$ cat config.mk
export PLATFORM = sky130hd
export DESIGN_NAME = rfr_ctrl
export DESIGN_NICKNAME = d
export VERILOG_FILES = /design/src/hdl/rfr_pkg.sv /design/src/hdl/rfr_sync.sv /design/src/hdl/rfr_ctrl.sv
export SDC_FILE = /design/constraint.sdc
export NUM_CORES = 1
export LEC_CHECK = 0
export ABC_AREA = 1
export BUFFER_PORTS_ARGS = -buffer_cell sky130_fd_sc_hd__buf_2
export CAP_MARGIN = 20
export CORE_ASPECT_RATIO = 1.5
export CORE_MARGIN = 2
export CORE_UTILIZATION = 55
export CTS_CLUSTER_DIAMETER = 40
export DETAILED_ROUTE_END_ITERATION = 7
export GPL_TIMING_DRIVEN = 1
export PLACE_DENSITY = 0.76
export REMOVE_ABC_BUFFERS = 1
export SLEW_MARGIN = 30
export SYNTH_ARGS = -nofsm -noshare
export SYNTH_HDL_FRONTEND = slang
export SYNTH_SLANG_ARGS = --single-unit
$ cat constraint.sdc
create_clock -name clk -period 3.74 [get_ports clk]
set_input_delay 0.561 -clock clk [delete_from_list [all_inputs] [get_ports clk]]
set_output_delay 0.561 -clock clk [all_outputs]
set_load 0.01 [all_outputs]
$ cat src/hdl/rfr_pkg.sv
package rfr_pkg;

  // ---------------------------------------------------------------
  // timing
  // ---------------------------------------------------------------
  localparam int CLK_KHZ         = 200000;  // system clock rate
  localparam int SETTLE_MS       = 25;      // settle time after sleep release
  localparam int SETTLE_CYCLES   = SETTLE_MS * CLK_KHZ;
  localparam int RESUME_CARRIERS = 41;      // carrier clocks after modulation
  localparam int RESUME_W        = 6;
  localparam int SYNC_W          = 5;       // pins passed through synchroniser

  // ---------------------------------------------------------------
  // pin carriers
  // ---------------------------------------------------------------
  typedef struct packed {
    logic sleep_request;     // sleep pin level
    logic sleep_driven;      // something drives the sleep pin
    logic modulate_request;  // modulation pin level
    logic modulate_driven;   // something drives the modulation pin
    logic carrier;           // oscillator carrier
    logic short_detect;      // antenna short sensor
    logic compare;           // demodulator comparator output
  } rfr_pins_t;

  typedef enum logic [1:0] {
    ST_SLEEP,
    ST_SETTLE,
    ST_ACTIVE,
    ST_FAULT
  } rfr_state_t;

endpackage : rfr_pkg

$ cat src/hdl/rfr_sync.sv
module rfr_sync #(
  parameter int WIDTH = 1
) (
  input  wire logic             clk,   // system clock
  input  wire logic             srst,  // sync reset, high
  input  wire logic [WIDTH-1:0] din,   // async inputs
  output logic      [WIDTH-1:0] dout   // filtered, synchronised
);

  logic [WIDTH-1:0] f1;
  logic [WIDTH-1:0] f2;
  logic [WIDTH-1:0] f3;
  logic [WIDTH-1:0] next_dout;

  // a zero-width synchroniser has nothing to carry
  if (WIDTH < 1) begin : g_bad_width
    $error("synchroniser width too small");
  end

  // ---------------------------------------------------------------
  // accept a change only once stages two and three agree
  // ---------------------------------------------------------------
  always_comb begin
    for (int i = 0; i < WIDTH; i++) begin
      next_dout[i] = (f2[i] == f3[i]) ? f3[i] : dout[i];
    end
  end

  // f1 is read only by f2 to keep metastability contained
  always_ff @(posedge clk) begin
    if (srst) begin
      f1   <= '0;
      f2   <= '0;
      f3   <= '0;
      dout <= '0;
    end else begin
      f1   <= din;
      f2   <= f1;
      f3   <= f2;
      dout <= next_dout;
    end
  end

endmodule : rfr_sync

$ cat src/hdl/rfr_ctrl.sv
module rfr_ctrl
  import rfr_pkg::*;
#(
  parameter int SETTLE_CYC = rfr_pkg::SETTLE_CYCLES,
  parameter int RESUME_CNT = rfr_pkg::RESUME_CARRIERS
) (
  input  wire logic             clk,                  // 200 MHz clock
  input  wire logic             srst,                 // sync reset, high
  input  rfr_pkg::rfr_pins_t    pins,                 // raw pin levels
  output logic                  antenna_drive_a,      // driver A level
  output logic                  antenna_drive_a_oe,   // driver A enabled
  output logic                  antenna_drive_b,      // driver B level
  output logic                  antenna_drive_b_oe,   // driver B enabled
  output logic                  ready_clock,          // ready/clock level
  output logic                  ready_clock_oe,       // ready/clock driven
  output logic                  ready_clock_weak_pd,  // weak pull-down on
  output logic                  demod_chain_run,      // osc/demod chain on
  output logic                  demodulated_data_out  // demodulated data
);
  import rfr_pkg::*;

  localparam int CNT_W = $clog2(SETTLE_CYC + 1);

  // ---------------------------------------------------------------
  // elaboration checks
  // ---------------------------------------------------------------
  if (SETTLE_CYC < 2) begin : g_bad_settle
    $error("settle count too small");
  end
  if (RESUME_CNT < 1 || RESUME_CNT >= (1 << RESUME_W)) begin : g_bad_res
    $error("resume count out of range");
  end

  // ---------------------------------------------------------------
  // pin defaults and synchronisers
  // ---------------------------------------------------------------
  logic [SYNC_W-1:0] pin_raw;
  logic [SYNC_W-1:0] pin_s;
  logic              awake_s;
  logic              sleep_s;
  logic              mod_s;
  logic              carrier_s;
  logic              short_s;
  logic              compare_s;

  // undriven pins fall to their internal pull level; sleep travels
  // inverted so the cleared synchroniser reads as asleep after reset
  assign pin_raw = {pins.sleep_driven ? ~pins.sleep_request : 1'b0,
                    pins.modulate_driven ? pins.modulate_request
                                         : 1'b0,
                    pins.carrier, pins.short_detect, pins.compare};

  rfr_sync #(.WIDTH(SYNC_W)) u_sync (
    .clk  (clk),
    .srst (srst),
    .din  (pin_raw),
    .dout (pin_s)
  );

  assign {awake_s, mod_s, carrier_s, short_s, compare_s} = pin_s;
  assign sleep_s = ~awake_s;

  // ---------------------------------------------------------------
  // control state
  // ---------------------------------------------------------------
  rfr_state_t          state;
  rfr_state_t          next_state;
  logic [CNT_W-1:0]    settle_cnt;
  logic [CNT_W-1:0]    next_settle_cnt;
  logic                carrier_q;
  logic                mod_gate;
  logic                next_mod_gate;
  logic [RESUME_W-1:0] resume_cnt;
  logic [RESUME_W-1:0] next_resume_cnt;
  logic                car_rise;

  assign car_rise = carrier_s & ~carrier_q;

  // mode sequencing, settle timer and modulation gate
  always_comb begin
    next_state      = state;
    next_settle_cnt = settle_cnt;
    next_mod_gate   = mod_gate;
    next_resume_cnt = resume_cnt;
    // gate follows modulation only on carrier edges
    if (car_rise) begin
      next_mod_gate = mod_s;
      if (mod_gate && !mod_s) begin
        next_resume_cnt = RESUME_W'(RESUME_CNT);
      end else if (mod_s) begin
        next_resume_cnt = '0;
      end else if (resume_cnt != '0) begin
        next_resume_cnt = resume_cnt - 1'b1;
      end
    end
    case (state)
      ST_SLEEP: begin
        next_settle_cnt = '0;
        if (!sleep_s) begin
          next_state = ST_SETTLE;
        end
      end
      ST_SETTLE: begin
        next_settle_cnt = settle_cnt + 1'b1;
        if (settle_cnt == CNT_W'(SETTLE_CYC - 1)) begin
          next_state = ST_ACTIVE;
        end
      end
      ST_ACTIVE: begin
        next_settle_cnt = '0;
      end
      ST_FAULT: begin
        next_settle_cnt = '0;
      end
      default: begin
        next_state = ST_SLEEP;
      end
    endcase
    // a short latches until a sleep cycle; sleep wins over all
    if (short_s && (state == ST_SETTLE || state == ST_ACTIVE)) begin
      next_state = ST_FAULT;
    end
    if (sleep_s) begin
      next_state      = ST_SLEEP;
      next_mod_gate   = 1'b0;
      next_resume_cnt = '0;
    end
  end

  always_ff @(posedge clk) begin
    if (srst) begin
      state      <= ST_SLEEP;
      settle_cnt <= '0;
      carrier_q  <= 1'b0;
      mod_gate   <= 1'b0;
      resume_cnt <= '0;
    end else begin
      state      <= next_state;
      settle_cnt <= next_settle_cnt;
      carrier_q  <= carrier_s;
      mod_gate   <= next_mod_gate;
      resume_cnt <= next_resume_cnt;
    end
  end

  // ---------------------------------------------------------------
  // pin drivers, all registered
  // ---------------------------------------------------------------
  logic powered;
  logic next_ant_a;
  logic next_ant_a_oe;
  logic next_ant_b;
  logic next_ant_b_oe;
  logic next_rdy;
  logic next_rdy_oe;
  logic next_rdy_pd;
  logic next_run;
  logic next_data;

  assign powered = (state == ST_SETTLE) || (state == ST_ACTIVE);

  // ready/clock stays off the antenna until the chain has settled
  always_comb begin
    next_ant_a    = carrier_s;
    next_ant_b    = ~carrier_s;
    next_ant_a_oe = powered && !mod_gate;
    next_ant_b_oe = powered;
    next_rdy      = 1'b0;
    next_rdy_oe   = 1'b1;
    next_rdy_pd   = 1'b0;
    if (state == ST_SETTLE) begin
      next_rdy_oe = 1'b0;
      next_rdy_pd = 1'b1;
    end else if (state == ST_ACTIVE) begin
      next_rdy    = carrier_s;
    end
    next_run  = powered && !mod_gate && (resume_cnt == '0);
    next_data = next_run ? compare_s : demodulated_data_out;
  end

  always_ff @(posedge clk) begin
    if (srst) begin
      antenna_drive_a      <= 1'b0;
      antenna_drive_a_oe   <= 1'b0;
      antenna_drive_b      <= 1'b1;
      antenna_drive_b_oe   <= 1'b0;
      ready_clock          <= 1'b0;
      ready_clock_oe       <= 1'b1;
      ready_clock_weak_pd  <= 1'b0;
      demod_chain_run      <= 1'b0;
      demodulated_data_out <= 1'b0;
    end else begin
      antenna_drive_a      <= next_ant_a;
      antenna_drive_a_oe   <= next_ant_a_oe;
      antenna_drive_b      <= next_ant_b;
      antenna_drive_b_oe   <= next_ant_b_oe;
      ready_clock          <= next_rdy;
      ready_clock_oe       <= next_rdy_oe;
      ready_clock_weak_pd  <= next_rdy_pd;
      demod_chain_run      <= next_run;
      demodulated_data_out <= next_data;
    end
  end

  // ---------------------------------------------------------------
  // checks
  // ---------------------------------------------------------------
  mod_tristate_a: assert property (@(posedge clk) disable iff (srst)
    mod_gate |=> !antenna_drive_a_oe)
    else $error("driver A enabled while modulating");

  mod_keeps_ready_a: assert property (@(posedge clk) disable iff (srst)
    (state == ST_ACTIVE && mod_gate && !sleep_s && !short_s)
      |=> ##1 ready_clock_oe)
    else $error("ready/clock dropped during modulation");

  settle_length_a: assert property (@(posedge clk) disable iff (srst)
    (state == ST_ACTIVE && $past(state) == ST_SETTLE)
      |-> $past(settle_cnt) == CNT_W'(SETTLE_CYC - 1))
    else $error("ready/clock active before settle time");

  settle_weak_a: assert property (@(posedge clk) disable iff (srst)
    state == ST_SETTLE |=> (!ready_clock_oe && ready_clock_weak_pd))
    else $error("ready/clock driven during settle");

  sleep_forces_a: assert property (@(posedge clk) disable iff (srst)
    sleep_s |=> state == ST_SLEEP ##1 (ready_clock_oe && !ready_clock
                                        && !antenna_drive_a_oe))
    else $error("sleep did not force low");

  pin_default_a: assert property (@(posedge clk) disable iff (srst)
    (!pins.sleep_driven && !pins.modulate_driven) [*6] |-> (sleep_s && !mod_s))
    else $error("pin pull defaults not applied");

  resume_load_a: assert property (@(posedge clk) disable iff (srst)
    ($fell(mod_gate) && !$past(sleep_s))
      |-> resume_cnt == RESUME_W'(RESUME_CNT))
    else $error("resume delay not loaded");

  resume_hold_a: assert property (@(posedge clk) disable iff (srst)
    resume_cnt != '0 |=> !demod_chain_run)
    else $error("chain ran during resume delay");

  active_copy_a: assert property (@(posedge clk) disable iff (srst)
    state == ST_ACTIVE |=> (ready_clock_oe && ready_clock == $past(carrier_s)))
    else $error("ready/clock not a carrier copy");

  fault_latch_a: assert property (@(posedge clk) disable iff (srst)
    (state == ST_FAULT && !sleep_s) |=> (state == ST_FAULT
      ##0 (!antenna_drive_a_oe && ready_clock_oe && !ready_clock)))
    else $error("fault not held until sleep");

endmodule : rfr_ctrl

==> impl_metrics.env <==
export IMPL_outcome="finished, final reports clean"
export IMPL_vias_per_cell=4.909
export IMPL_cts_tree="built"
export IMPL_synth_area_leaders="dfxtp_1, nor2_1, nand2_1"
export IMPL_path_class="reg -> reg"
export IMPL_syn_area_per_cell_um2=7.139
export IMPL_peakVddDrop_v=0.0002837
export IMPL_dpl_cell_count=447
export IMPL_worst_path_dominant_cell_family="buffers and inverters"
export IMPL_ant_nets=0
export IMPL_worstMarginPinSlew_ns=0.4098
export IMPL_first_iter_violations=96
export IMPL_crit_end="settle_cnt[7]"
export IMPL_critPathBufInv=2
export IMPL_h_tree_depth=3
export IMPL_worstHoldPathType="in -> reg"
export IMPL_netSwitchingPower_mw=0.2640
export IMPL_grt_busiest_layer="met2"
export IMPL_track_usage_pct=22.08
export IMPL_cpMostUsedCell="inv_1"
export IMPL_clkSinkCount=61
export IMPL_worst_r2r_endpoint="settle_cnt[7]"
export IMPL_cpPeakStageDelay_ns=0.43
export IMPL_die_h_um=88.88
export IMPL_post_cts_repair_setup_buffers=0
export IMPL_ys_types=25
export IMPL_drv_slew=0
export IMPL_synth_top_cell_by_area="dfxtp_1"
export IMPL_ys_seq_area_share_pct=46.23
export IMPL_worstPathRequired_ns=4.01
export IMPL_fmax_mhz=530.7
export IMPL_io_buffers=17
export IMPL_fin_crit_ns=1.884
export IMPL_grt_ovfl_total=0
export IMPL_reg2regPathDepth=7
export IMPL_root_buffer="clkbuf_8"
export IMPL_post_cts_resized=0
export IMPL_boundaryPins=18
export IMPL_yosysWarnings=0
export IMPL_arrival_ns=2.15
export IMPL_skew_ns=0.006823
export IMPL_seqPwrFrac_pct=47.5
export IMPL_path_clk_slew_ns=0.07
export IMPL_post_place_ws_ns=1.663
export IMPL_first_pass_iters=4
export IMPL_grt_use_met2_pct=39.69
export IMPL_syn_inst=370
export IMPL_rsz0062_at_grt="no"
export IMPL_area_growth_pct=14.97
export IMPL_grt_max_degree=23
export IMPL_fin_setup_tns_ns=0
export IMPL_p_comb_share_pct=1.1
export IMPL_clock_latency_ns=0.34
export IMPL_relSlewSlack_pct=72.65
export IMPL_synth_area_um2=2641
export IMPL_fin_crit_sh_pct=50.38
export IMPL_drive_above_1_share_pct=10.53
export IMPL_diodes=0
export IMPL_leakage_nw=1.163
export IMPL_cp_slowest_cell="inv_1"
export IMPL_cp_startpoint="state[0]"
export IMPL_crit_fanout=13
export IMPL_power_density_nw_per_um2=455.9
export IMPL_fin_ws_ns=1.856
export IMPL_dr_total_vias=2273
export IMPL_grt_pass1_wl_um=8694
export IMPL_synth_top_area_share_pct=46.23
export IMPL_nFillCells=414
export IMPL_gp_congestion=0.8541
export IMPL_holdBufCountCts=0
export IMPL_wirelength_um=5137
export IMPL_fin_cells=463
export IMPL_grt_pass1_vias=2208
export IMPL_start_util_pct=57.68
export IMPL_clockBufferDepth=2
export IMPL_whs_ns=0.3733
export IMPL_hold_viol=0
export IMPL_grt_use_met1_pct=20.64
export IMPL_design_core_area_um2=4579
export IMPL_antenna_found_initial=0
export IMPL_dieArea_um2=5384
export IMPL_final_nets=410
export IMPL_critPathCaptureType="flip-flop"
export IMPL_wl_per_cell_um=11.10
export IMPL_die_x_um=60.58
export IMPL_fin_util_pct=66.31
export IMPL_maxCapViolations=0
export IMPL_cts_buffers=9
export IMPL_swShare_pct=19.07
export IMPL_cp_depth=7
export IMPL_r2r_start="state[0]"
export IMPL_setup_viol=0
export IMPL_dp_hpwl_um=3737
export IMPL_internal_power_mw=1.120
export IMPL_use_met3_pct=7.310
export IMPL_drcViolationCount=0
export IMPL_cp_cell_sequence="inv_1, ha_1, nor2_1, nand3_1, inv_1, o21ai_0, a21oi_1"
export IMPL_worst_setup_path_start_kind="flip-flop"
export IMPL_ys_seq_elements=61
export IMPL_clkPwrFrac_pct=51.4
export IMPL_num_rows=30
export IMPL_rrSetupSlack_ns=1.86
## cells in the mapped netlist
library cell  instances
a31oi_1               1
xnor2_1               3
clkbuf_1              2
o21ai_0               9
nand4_1               8
nand3_2               2
nand2_2               1
nand2_1              67
nor3_1                6
o21a_1                2
buf_2                 2
nand3b_1              2
nor2_4                4
inv_2                 1
or2_0                 1
nor2_1               85
nand3_1              17
xor2_1                3
inv_1                58
a211oi_1              1
nor4_1                2
dfxtp_1              61
a21oi_1              24
nor2_2                1
ha_1                  7
## power groups by stage
stage               clock network, mW  registers (mW)  logic [mW]
global placement                    0           0.672      0.0144
finish                          0.712           0.658      0.0148
CTS                             0.724           0.657      0.0150
detailed placement                  0           0.672      0.0147
global route                    0.752           0.658      0.0175
floorplan                           0           0.672     0.00646
## worst min path at each step
stage	from	end	slack, ns	cells after the start
floorplan	u_sync.f1[0]	u_sync.f2[0]	0.39	2
global placement	u_sync.f1[1]	u_sync.f2[1]	0.39	2
detailed placement	u_sync.f1[4]	u_sync.f2[4]	0.40	2
CTS	pins[6]	u_sync.f1[4]	0.36	2
global route	pins[6]	u_sync.f1[4]	0.36	2
finish	pins[6]	u_sync.f1[4]	0.37	2
## worst reg2reg max path: stages, from the launching register on
cell     delay [ns]
dfxtp_1        0.39
inv_1          0.08
ha_1           0.22
nor2_1         0.11
nand3_1        0.29
inv_1          0.43
o21ai_0        0.16
a21oi_1        0.13
## logic make-up after synthesis
family / Yosys count / share of synthesized area (%)
compound gates: 37 / 7.343
xor+xnor: 6 / 1.990
fa+ha+maj: 7 / 3.316
buf+inv: 63 / 9.048
flops: 61 / 46.23
simple gates: 196 / 32.07
## state kept, by name (all words and copies together), names as in the netlist
| signal | count |
|---|---|
| antenna_drive_a | 1 |
| antenna_drive_a_oe | 1 |
| antenna_drive_b | 1 |
| antenna_drive_b_oe | 1 |
| demod_chain_run | 1 |
| demodulated_data_out | 1 |
| mod_gate | 1 |
| ready_clock | 1 |
| ready_clock_oe | 1 |
| ready_clock_weak_pd | 1 |
| resume_cnt | 6 |
| settle_cnt | 23 |
| state | 2 |
| u_sync.dout | 5 |
| u_sync.f1 | 5 |
| u_sync.f2 | 5 |
| u_sync.f3 | 5 |
## per-layer routing
layer | share of wire (%) | wire, µm
met1 | 40 | 2045
met2 | 53 | 2744
met3 | 3.8 | 197
met4 | 2.9 | 149
met5 | 0 | 0
## cell type report
class	instances	area [µm²]	area share, %
Inverter	59	221.5	7.293
Clock inverter	6	110.1	3.626
Tap cell	64	80.08	2.637
Sequential cell	61	1221	40.21
Multi-Input combinational cell	246	1181	38.90
Timing Repair Buffer	17	85.08	2.802
Clock buffer	10	137.6	4.532
## layout by cell type (no fill, tap or decap), types with 7 or more instances in the layout
cell type and n:
nand4_1 8, ha_1 7, dfxtp_1 61, nor2_1 85
o21ai_0 9, a21oi_1 24, buf_2 17, nand2_1 67
clkbuf_8 10, nand3_1 17, inv_1 58
## metrics by stage
step | power [mW] | cell area, µm²
after CTS | 1.397 | 3037
after detailed placement | 0.6869 | 2789
after global placement | 0.6863 | 2789
after global routing | 1.427 | 3037
final | 1.384 | 3037
after floorplan | 0.6781 | 2624
Note: power is estimated with default switching activity, not from simulation.
